File: src/logic/fault_sup_pkg.sv
`default_nettype none
package fault_sup_pkg;
    // clock period of the supervisor in ns
    localparam int CLK_PERIOD_NS = 20;

    // supply lockout lag: least time, rounded up
    localparam int LOCKOUT_LAG_NS = 1000;
    localparam int LOCKOUT_LAG_CYC =
        (LOCKOUT_LAG_NS + CLK_PERIOD_NS - 1) / CLK_PERIOD_NS;
    localparam int LAG_W = 8;

    // enable/dim low time that clears latched faults
    localparam int LATCH_CLEAR_MS = 16;
    localparam int LATCH_CLEAR_CYC =
        (LATCH_CLEAR_MS * 1000000) / CLK_PERIOD_NS;
    // shutdown low time; no figure is printed, plain default
    localparam int SHUTDOWN_LOW_CYC = LATCH_CLEAR_CYC;

    localparam int LOW_CNT_W = 20;
    localparam logic [LOW_CNT_W-1:0] LOW_CNT_ZERO = 20'h00000;
    localparam logic [LOW_CNT_W-1:0] LOW_CNT_ONE = 20'h00001;
    localparam logic [LOW_CNT_W-1:0] LOW_CNT_MAX = 20'hfffff;

    // comparator conditions seen by the supervisor
    typedef struct packed {
        logic output_high_threshold;     // output overvoltage sense high
        logic led_in_regulation;         // led current regulated
        logic output_undervoltage_detect; // sense below 110 mV
        logic drain_overvoltage_threshold; // boost drain node too high
        logic primary_switch_limit;      // cycle-by-cycle limit tripped
        logic secondary_switch_limit;    // higher limit tripped
        logic current_program_over;      // program current above 150%
        logic thermal_shutdown_level;    // die too hot
        logic led_pin_short;             // led pin shorted to ground
    } sense_t;

    typedef struct packed {
        logic lockout_rising_level;  // supply above rising threshold
        logic lockout_falling_level; // supply below falling threshold
        logic regulator_alive;       // internal regulator still running
    } supply_t;

    typedef enum logic [3:0] {
        MODE_LOCKED   = 4'h1,
        MODE_SHUTDOWN = 4'h2,
        MODE_STARTUP  = 4'h4,
        MODE_RUN      = 4'h8
    } mode_t;
endpackage
`default_nettype wire

File: src/logic/persist_filter.sv
`default_nettype none
// flags a condition that has held for more than LIMIT cycles
module persist_filter #(
    parameter logic [fault_sup_pkg::LAG_W-1:0] LIMIT = 8'h32
) (
    input wire logic clk,
    input wire logic rst,
    input wire logic cond,
    output logic over_ff
);
    logic [fault_sup_pkg::LAG_W-1:0] cnt_ff;

    always_ff @(posedge clk)
    begin
        if (rst)
            cnt_ff <= '0;
        else if (!cond)
            cnt_ff <= '0;
        else if (cnt_ff < LIMIT)
            cnt_ff <= cnt_ff + 8'h01;
    end

    always_ff @(posedge clk)
    begin
        if (rst)
            over_ff <= 1'b0;
        else
            over_ff <= cond && (cnt_ff >= LIMIT);
    end
endmodule
`default_nettype wire

File: src/logic/led_fault_supervisor.sv
`default_nettype none
module led_fault_supervisor #(
    parameter logic [fault_sup_pkg::LOW_CNT_W-1:0] SHUTDOWN_CYCLES =
        fault_sup_pkg::LOW_CNT_W'(fault_sup_pkg::SHUTDOWN_LOW_CYC),
    parameter logic [fault_sup_pkg::LOW_CNT_W-1:0] CLEAR_CYCLES =
        fault_sup_pkg::LOW_CNT_W'(fault_sup_pkg::LATCH_CLEAR_CYC)
) (
    input wire logic REF_CLK,
    input wire logic RESET,
    input wire logic ENABLE_DIM,
    input wire fault_sup_pkg::sense_t SENSE,
    input wire fault_sup_pkg::supply_t SUPPLY,
    input wire logic CYCLE_START,
    input wire logic SOFT_START_DONE,
    output logic BOOST_ON,
    output logic SINK_ON,
    output logic FAULT_N,
    output logic SHUTDOWN,
    output fault_sup_pkg::mode_t MODE
);
    localparam logic [fault_sup_pkg::LAG_W-1:0] LAG_LIMIT =
        fault_sup_pkg::LAG_W'(fault_sup_pkg::LOCKOUT_LAG_CYC);

    fault_sup_pkg::mode_t mode_ff;
    fault_sup_pkg::mode_t nxt_mode;
    logic fall_lag;
    logic lockout_ff;
    logic en_prev_ff;
    logic [fault_sup_pkg::LOW_CNT_W-1:0] low_cnt_ff;
    logic low_shutdown;
    logic low_clear;
    logic latch_clear;
    logic open_latch_ff;
    logic drain_latch_ff;
    logic seclim_latch_ff;
    logic skip_cycle_ff;
    logic startup;
    logic short_block;
    logic latched_any;
    logic auto_stop;
    logic all_off;
    logic flag_on;

    persist_filter #(
        .LIMIT(LAG_LIMIT)
    ) u_lockout_lag (
        .clk(REF_CLK),
        .rst(RESET),
        .cond(SUPPLY.lockout_falling_level),
        .over_ff(fall_lag)
    );

    // lockout holds from reset until the supply crosses the rising level
    always_ff @(posedge REF_CLK)
    begin
        if (RESET)
            lockout_ff <= 1'b1;
        else if (fall_lag)
            lockout_ff <= 1'b1;
        else if (SUPPLY.lockout_rising_level)
            lockout_ff <= 1'b0;
    end

    always_ff @(posedge REF_CLK)
    begin
        if (RESET)
            en_prev_ff <= 1'b0;
        else
            en_prev_ff <= ENABLE_DIM;
    end

    // low time, restarted whenever the input is high
    always_ff @(posedge REF_CLK)
    begin
        if (RESET)
            low_cnt_ff <= fault_sup_pkg::LOW_CNT_ZERO;
        else if (ENABLE_DIM)
            low_cnt_ff <= fault_sup_pkg::LOW_CNT_ZERO;
        else if (low_cnt_ff != fault_sup_pkg::LOW_CNT_MAX)
            low_cnt_ff <= low_cnt_ff + fault_sup_pkg::LOW_CNT_ONE;
    end

    assign low_shutdown = !ENABLE_DIM && (low_cnt_ff >= SHUTDOWN_CYCLES);
    assign low_clear = !ENABLE_DIM && (low_cnt_ff >= CLEAR_CYCLES);
    assign latch_clear = lockout_ff || low_shutdown || low_clear;
    assign startup = (mode_ff == fault_sup_pkg::MODE_STARTUP);

    always_comb
    begin
        nxt_mode = mode_ff;
        unique case (mode_ff)
            fault_sup_pkg::MODE_LOCKED:
                if (!lockout_ff)
                    nxt_mode = ENABLE_DIM ? fault_sup_pkg::MODE_STARTUP
                                          : fault_sup_pkg::MODE_SHUTDOWN;
            fault_sup_pkg::MODE_SHUTDOWN:
                if (ENABLE_DIM)
                    nxt_mode = fault_sup_pkg::MODE_STARTUP;
            fault_sup_pkg::MODE_STARTUP:
                if (low_shutdown)
                    nxt_mode = fault_sup_pkg::MODE_SHUTDOWN;
                else if (SOFT_START_DONE && ENABLE_DIM && !short_block)
                    nxt_mode = fault_sup_pkg::MODE_RUN;
            fault_sup_pkg::MODE_RUN:
                if (low_shutdown)
                    nxt_mode = fault_sup_pkg::MODE_SHUTDOWN;
            default:
                nxt_mode = fault_sup_pkg::MODE_LOCKED;
        endcase
        if (lockout_ff)
            nxt_mode = fault_sup_pkg::MODE_LOCKED;
    end

    always_ff @(posedge REF_CLK)
    begin
        if (RESET)
            mode_ff <= fault_sup_pkg::MODE_LOCKED;
        else
            mode_ff <= nxt_mode;
    end

    // latched faults: a new event wins over a clear in the same cycle
    always_ff @(posedge REF_CLK)
    begin
        if (RESET)
            open_latch_ff <= 1'b0;
        else if (SENSE.output_high_threshold && !SENSE.led_in_regulation
                 && !startup)
            open_latch_ff <= 1'b1;
        else if (latch_clear)
            open_latch_ff <= 1'b0;
    end

    always_ff @(posedge REF_CLK)
    begin
        if (RESET)
            drain_latch_ff <= 1'b0;
        else if (SENSE.drain_overvoltage_threshold)
            drain_latch_ff <= 1'b1;
        else if (latch_clear)
            drain_latch_ff <= 1'b0;
    end

    always_ff @(posedge REF_CLK)
    begin
        if (RESET)
            seclim_latch_ff <= 1'b0;
        else if (SENSE.secondary_switch_limit)
            seclim_latch_ff <= 1'b1;
        else if (latch_clear)
            seclim_latch_ff <= 1'b0;
    end

    // boost held off until the next switching cycle starts
    always_ff @(posedge REF_CLK)
    begin
        if (RESET)
            skip_cycle_ff <= 1'b0;
        else if (SENSE.primary_switch_limit)
            skip_cycle_ff <= 1'b1;
        else if (CYCLE_START)
            skip_cycle_ff <= 1'b0;
    end

    assign short_block = startup && SENSE.led_pin_short;
    assign latched_any = open_latch_ff || drain_latch_ff || seclim_latch_ff;
    assign auto_stop = SENSE.output_undervoltage_detect
                     || SENSE.current_program_over
                     || SENSE.thermal_shutdown_level
                     || short_block;
    assign all_off = lockout_ff || !ENABLE_DIM
                   || (mode_ff != fault_sup_pkg::MODE_STARTUP
                       && mode_ff != fault_sup_pkg::MODE_RUN)
                   || latched_any || auto_stop;
    assign flag_on = latched_any || auto_stop
                   || (lockout_ff && SUPPLY.regulator_alive);

    always_ff @(posedge REF_CLK)
    begin
        if (RESET)
            SINK_ON <= 1'b0;
        else
            SINK_ON <= !all_off;
    end

    always_ff @(posedge REF_CLK)
    begin
        if (RESET)
            BOOST_ON <= 1'b0;
        else
            BOOST_ON <= !all_off && !SENSE.output_high_threshold
                        && !SENSE.primary_switch_limit && !skip_cycle_ff;
    end

    always_ff @(posedge REF_CLK)
    begin
        if (RESET)
            FAULT_N <= 1'b1;
        else
            FAULT_N <= !flag_on;
    end

    always_ff @(posedge REF_CLK)
    begin
        if (RESET)
        begin
            SHUTDOWN <= 1'b0;
            MODE <= fault_sup_pkg::MODE_LOCKED;
        end
        else
        begin
            SHUTDOWN <= (nxt_mode == fault_sup_pkg::MODE_SHUTDOWN);
            MODE <= nxt_mode;
        end
    end
endmodule
`default_nettype wire

File: config.mk
export PLATFORM = sky130hd
export DESIGN_NAME = led_fault_supervisor
export DESIGN_NICKNAME = d
export VERILOG_FILES = /design/src/logic/fault_sup_pkg.sv /design/src/logic/persist_filter.sv /design/src/logic/led_fault_supervisor.sv
export SDC_FILE = /design/constraint.sdc
export NUM_CORES = 1
export LEC_CHECK = 0
export BUFFER_PORTS_ARGS = -buffer_cell sky130_fd_sc_hd__buf_2
export CORE_AREA = 2 2 68 70
export DETAILED_ROUTE_END_ITERATION = 7
export DIE_AREA = 0 0 70 72
export PLACE_DENSITY = 0.8
export REMOVE_ABC_BUFFERS = 1
export SYNTH_ARGS = -nofsm -noshare
export SYNTH_HDL_FRONTEND = slang
export SYNTH_SLANG_ARGS = --single-unit
File: constraint.sdc
create_clock -name REF_CLK -period 1.9 [get_ports REF_CLK]
set_input_delay 0.19 -clock REF_CLK [delete_from_list [all_inputs] [get_ports REF_CLK]]
set_output_delay 0.19 -clock REF_CLK [all_outputs]
set_load 0.02 [all_outputs]
==> impl_metrics.ini <==
[setup_path]
crit_chain = and4_1, nand2_4, or4_1, a21oi_1
critPathBufInv = 0
crit_path_start = low_cnt_ff[3]
slowest_stage = or4_1
cp.required_ns = 2.13
timing.rr.start = low_cnt_ff[3]
path_class = flip-flop to flip-flop
worstSetupEndpointType = flip-flop
slowest_delay_ns = 0.52
arrival_ns = 1.93
crit_path_max_fanout = 10
cp_top_family = simple AND/OR/NAND/NOR gates
cp-start-kind = flip-flop

[floorplanning]
coreArea_sq_um = 4264
rows = 24
start_util = 0.4836
ios = 25
die_x_um = 70
die_h_um = 72
dieArea_sq_um = 5040

[synthesis]
synth_edf_count = 0
syn_inst = 236
async_flop_share = 0
synthSimpleGateAreaFrac = 0.2718
synthAdderAreaFrac = 0.02427
synth.cell_area_sq_um = 2062
synth_flop_cell = dfxtp_1
synth_compound_area_frac = 0.1942
yosys_warnings = 0
synth.distinct_cells = 53
ys_ff_latch = 42
yosysSeqAreaShare = 0.4078
muxShareOfSynthArea = 0.02427
synth_xor_area_frac = 0.02124
synth_top_family_by_area = simple AND/OR/NAND/NOR gates
avgSynthCellArea_sq_um = 8.737

[power]
power_frac_seq = 0.560
p_total_mw = 1.624
p_clk_frac = 0.378
switching_power_mw = 0.3936
power_density_nw_per_um2 = 709.5
leakage_nw = 0.8491
p_int_mw = 1.231
combinationalPowerShare = 0.062
max-vdd-ir-drop_uv = 553.0
swShare = 0.2423

[job]
cap_violations = 0

[timing]
tightest_slew_ns = 0.6410
skew_ns = 0.01057
drv_slew = 0
rsz0062_at_grt = no
report.final.hold_viol_count = 0
setup_violations = 0
max-slew-margin-rel = 0.5659
max_freq_ghz = 0.5896
final.setup.worst_slack_ns = 0.2039
fin_tns_setup_ns = 0
fin_crit_ns = 1.696
post-route-period-util = 0.8927

[drt]
via_per_inst = 5.837
num_vias = 1827
drtAntennaViolNets = 0
drc_errors = 0
first_pass_iters = 4
drt-initial-drc-count = 166
wl_per_cell_um = 13.81
wirelength_um = 4322

[placement]
dp_worst_setup_slack_ns = 0.2255
globalplace.congestion = 0.8507
port_buffers = 24
dpl.hpwl_um = 3061

[global_routing]
antenna_found_initial = 0
gr-total-overflow = 0
grt_usage = 0.1792
first_global_vias = 1647
grt_pass1_wl_um = 7389
grt_start_max_net_pins = 21

[cts]
hold_buffers = 0
post_cts_resized = 0
cts_tree = built
post-cts-setup-buffer-count = 0
htree_levels = 2
cts-buffers-inserted = 5
clockBufferDepth = 2
cts.sinks = 42
clk_pin_slew_ns = 0.08
clk_latency_ns = 0.30
root_buffer = clkbuf_8

[worst_hold_path]
worstHoldPathType = input pin to flip-flop
hold_start = SUPPLY[2]

[outcome]
status = finished, final reports clean

[layout]
fin_nets = 281
area_delta_synth_final_pct = 11.04
antenna_cells = 0
drive_above_1_share = 0.1801
synthesized netlist by cell type (2+ instances only):
master	n	area [sq um]
nand2_4	2	22.52
nand2_1	19	71.32
and2_1	2	12.51
o21ai_1	2	10.01
a22oi_1	2	15.01
and4_1	3	26.28
nand3_1	9	45.04
a211oi_1	7	52.55
xnor2_1	3	26.28
o21ai_0	10	50.05
xor2_1	2	17.52
dfxtp_1	42	840.8
inv_1	11	41.29
nor2_1	17	63.81
mux2i_1	5	50.05
a21oi_1	14	70.07
buf_4	2	15.01
o22ai_1	3	18.77
ha_1	4	50.05
a31oi_1	5	31.28
or4_1	4	30.03
a2111o_1	2	22.52
nand2b_1	3	18.77
and4_2	2	20.02
and3_1	5	31.28
nand4_1	8	50.05
nor4_1	4	25.02
a311oi_1	2	17.52
clkbuf_1	4	15.01
o21a_1	2	15.01
nor3_1	7	35.03
or3_1	7	43.79
o31ai_1	2	15.01
layout by cell type (no fill, tap or decap), types with 5 or more instances in the layout:
master,n
a211oi_1,7
and3_1,5
nor3_1,7
nand2_1,19
a31oi_1,5
nand4_1,8
inv_1,11
clkbuf_8,6
dfxtp_1,42
nor2_1,17
nand3_1,9
or3_1,7
mux2i_1,5
buf_2,24
a21oi_1,14
o21ai_0,10
layout make-up:
type,count,area [sq um]
Multi-Input combinational cell,173,1105
Sequential cell,42,840.8
Fill cell,398,1974
Tap cell,52,65.06
Timing Repair Buffer,27,142.6
Inverter,11,41.29
Clock inverter,2,12.51
Clock buffer,6,82.58
layer usage:
layer / track usage / wire length (um) / up-vias
li1: - / - / 932
met1: 0.2411 / 2095 / 849
met2: 0.2836 / 2002 / 40
met3: 0.04167 / 162 / 6
met4: 0.06624 / 63 / 0
met5: 0 / 0 / -
per-stage QoR:
| step | area [sq um] | hold slack [ns] | instances | utilization |
|---|---|---|---|---|
| 4_1_cts | 2290 | 0.05347 | 313 | 0.5370 |
| 3_3_place_gp | 2195 | 0.3788 | 305 | 0.5147 |
| 2_1_floorplan | 1987 | 0.2624 | 226 | - |
| 6_report | 2290 | 0.06213 | 313 | 0.5370 |
| 5_1_grt | 2290 | 0.05276 | 313 | 0.5370 |
| 3_5_place_dp | 2195 | 0.3791 | 305 | 0.5147 |
state kept, by name, summed over array words and instances (netlist names):
register / cells
SHUTDOWN: 1
u_lockout_lag.cnt_ff: 8
lockout_ff: 1
SINK_ON: 1
FAULT_N: 1
BOOST_ON: 1
MODE: 4
skip_cycle_ff: 1
drain_latch_ff: 1
u_lockout_lag.over_ff: 1
low_cnt_ff: 20
open_latch_ff: 1
seclim_latch_ff: 1
worst reg2reg max path, delay by kind of cell, from the launching register on:
kind / cells / cell delay [ns]
AOI/OAI and AO/OA: 1 / 0.15
DFF: 1 / 0.40
and+or+nand+nor: 3 / 1.09
power groups by stage:
stage	logic (mW)	clock network [mW]	registers [mW]
finish	0.101	0.613	0.910
global route	0.113	0.653	0.913
CTS	0.101	0.625	0.910
detailed placement	0.0999	0	0.930
global placement	0.0985	0	0.930
floorplan	0.0512	0	0.934
worst paths after layout:
check / endpoint / slack, ns / depth (start not counted)
max: low_cnt_ff[12] / 0.20 / 4
min: lockout_ff / 0.06 / 2
max reg2reg: low_cnt_ff[12] / 0.20 / 4
min reg2reg: u_lockout_lag.cnt_ff[7] / 0.43 / 2
cell families after synthesis:
logic type / count (synthesis)
buffers and inverters: 21
DFF: 42
adders and majority gates: 4
muxes: 5
xor gates and xnor gates: 5
AOI/OAI and AO/OA: 60
and+or+nand+nor: 99
(Power assumes the default switching activity.)
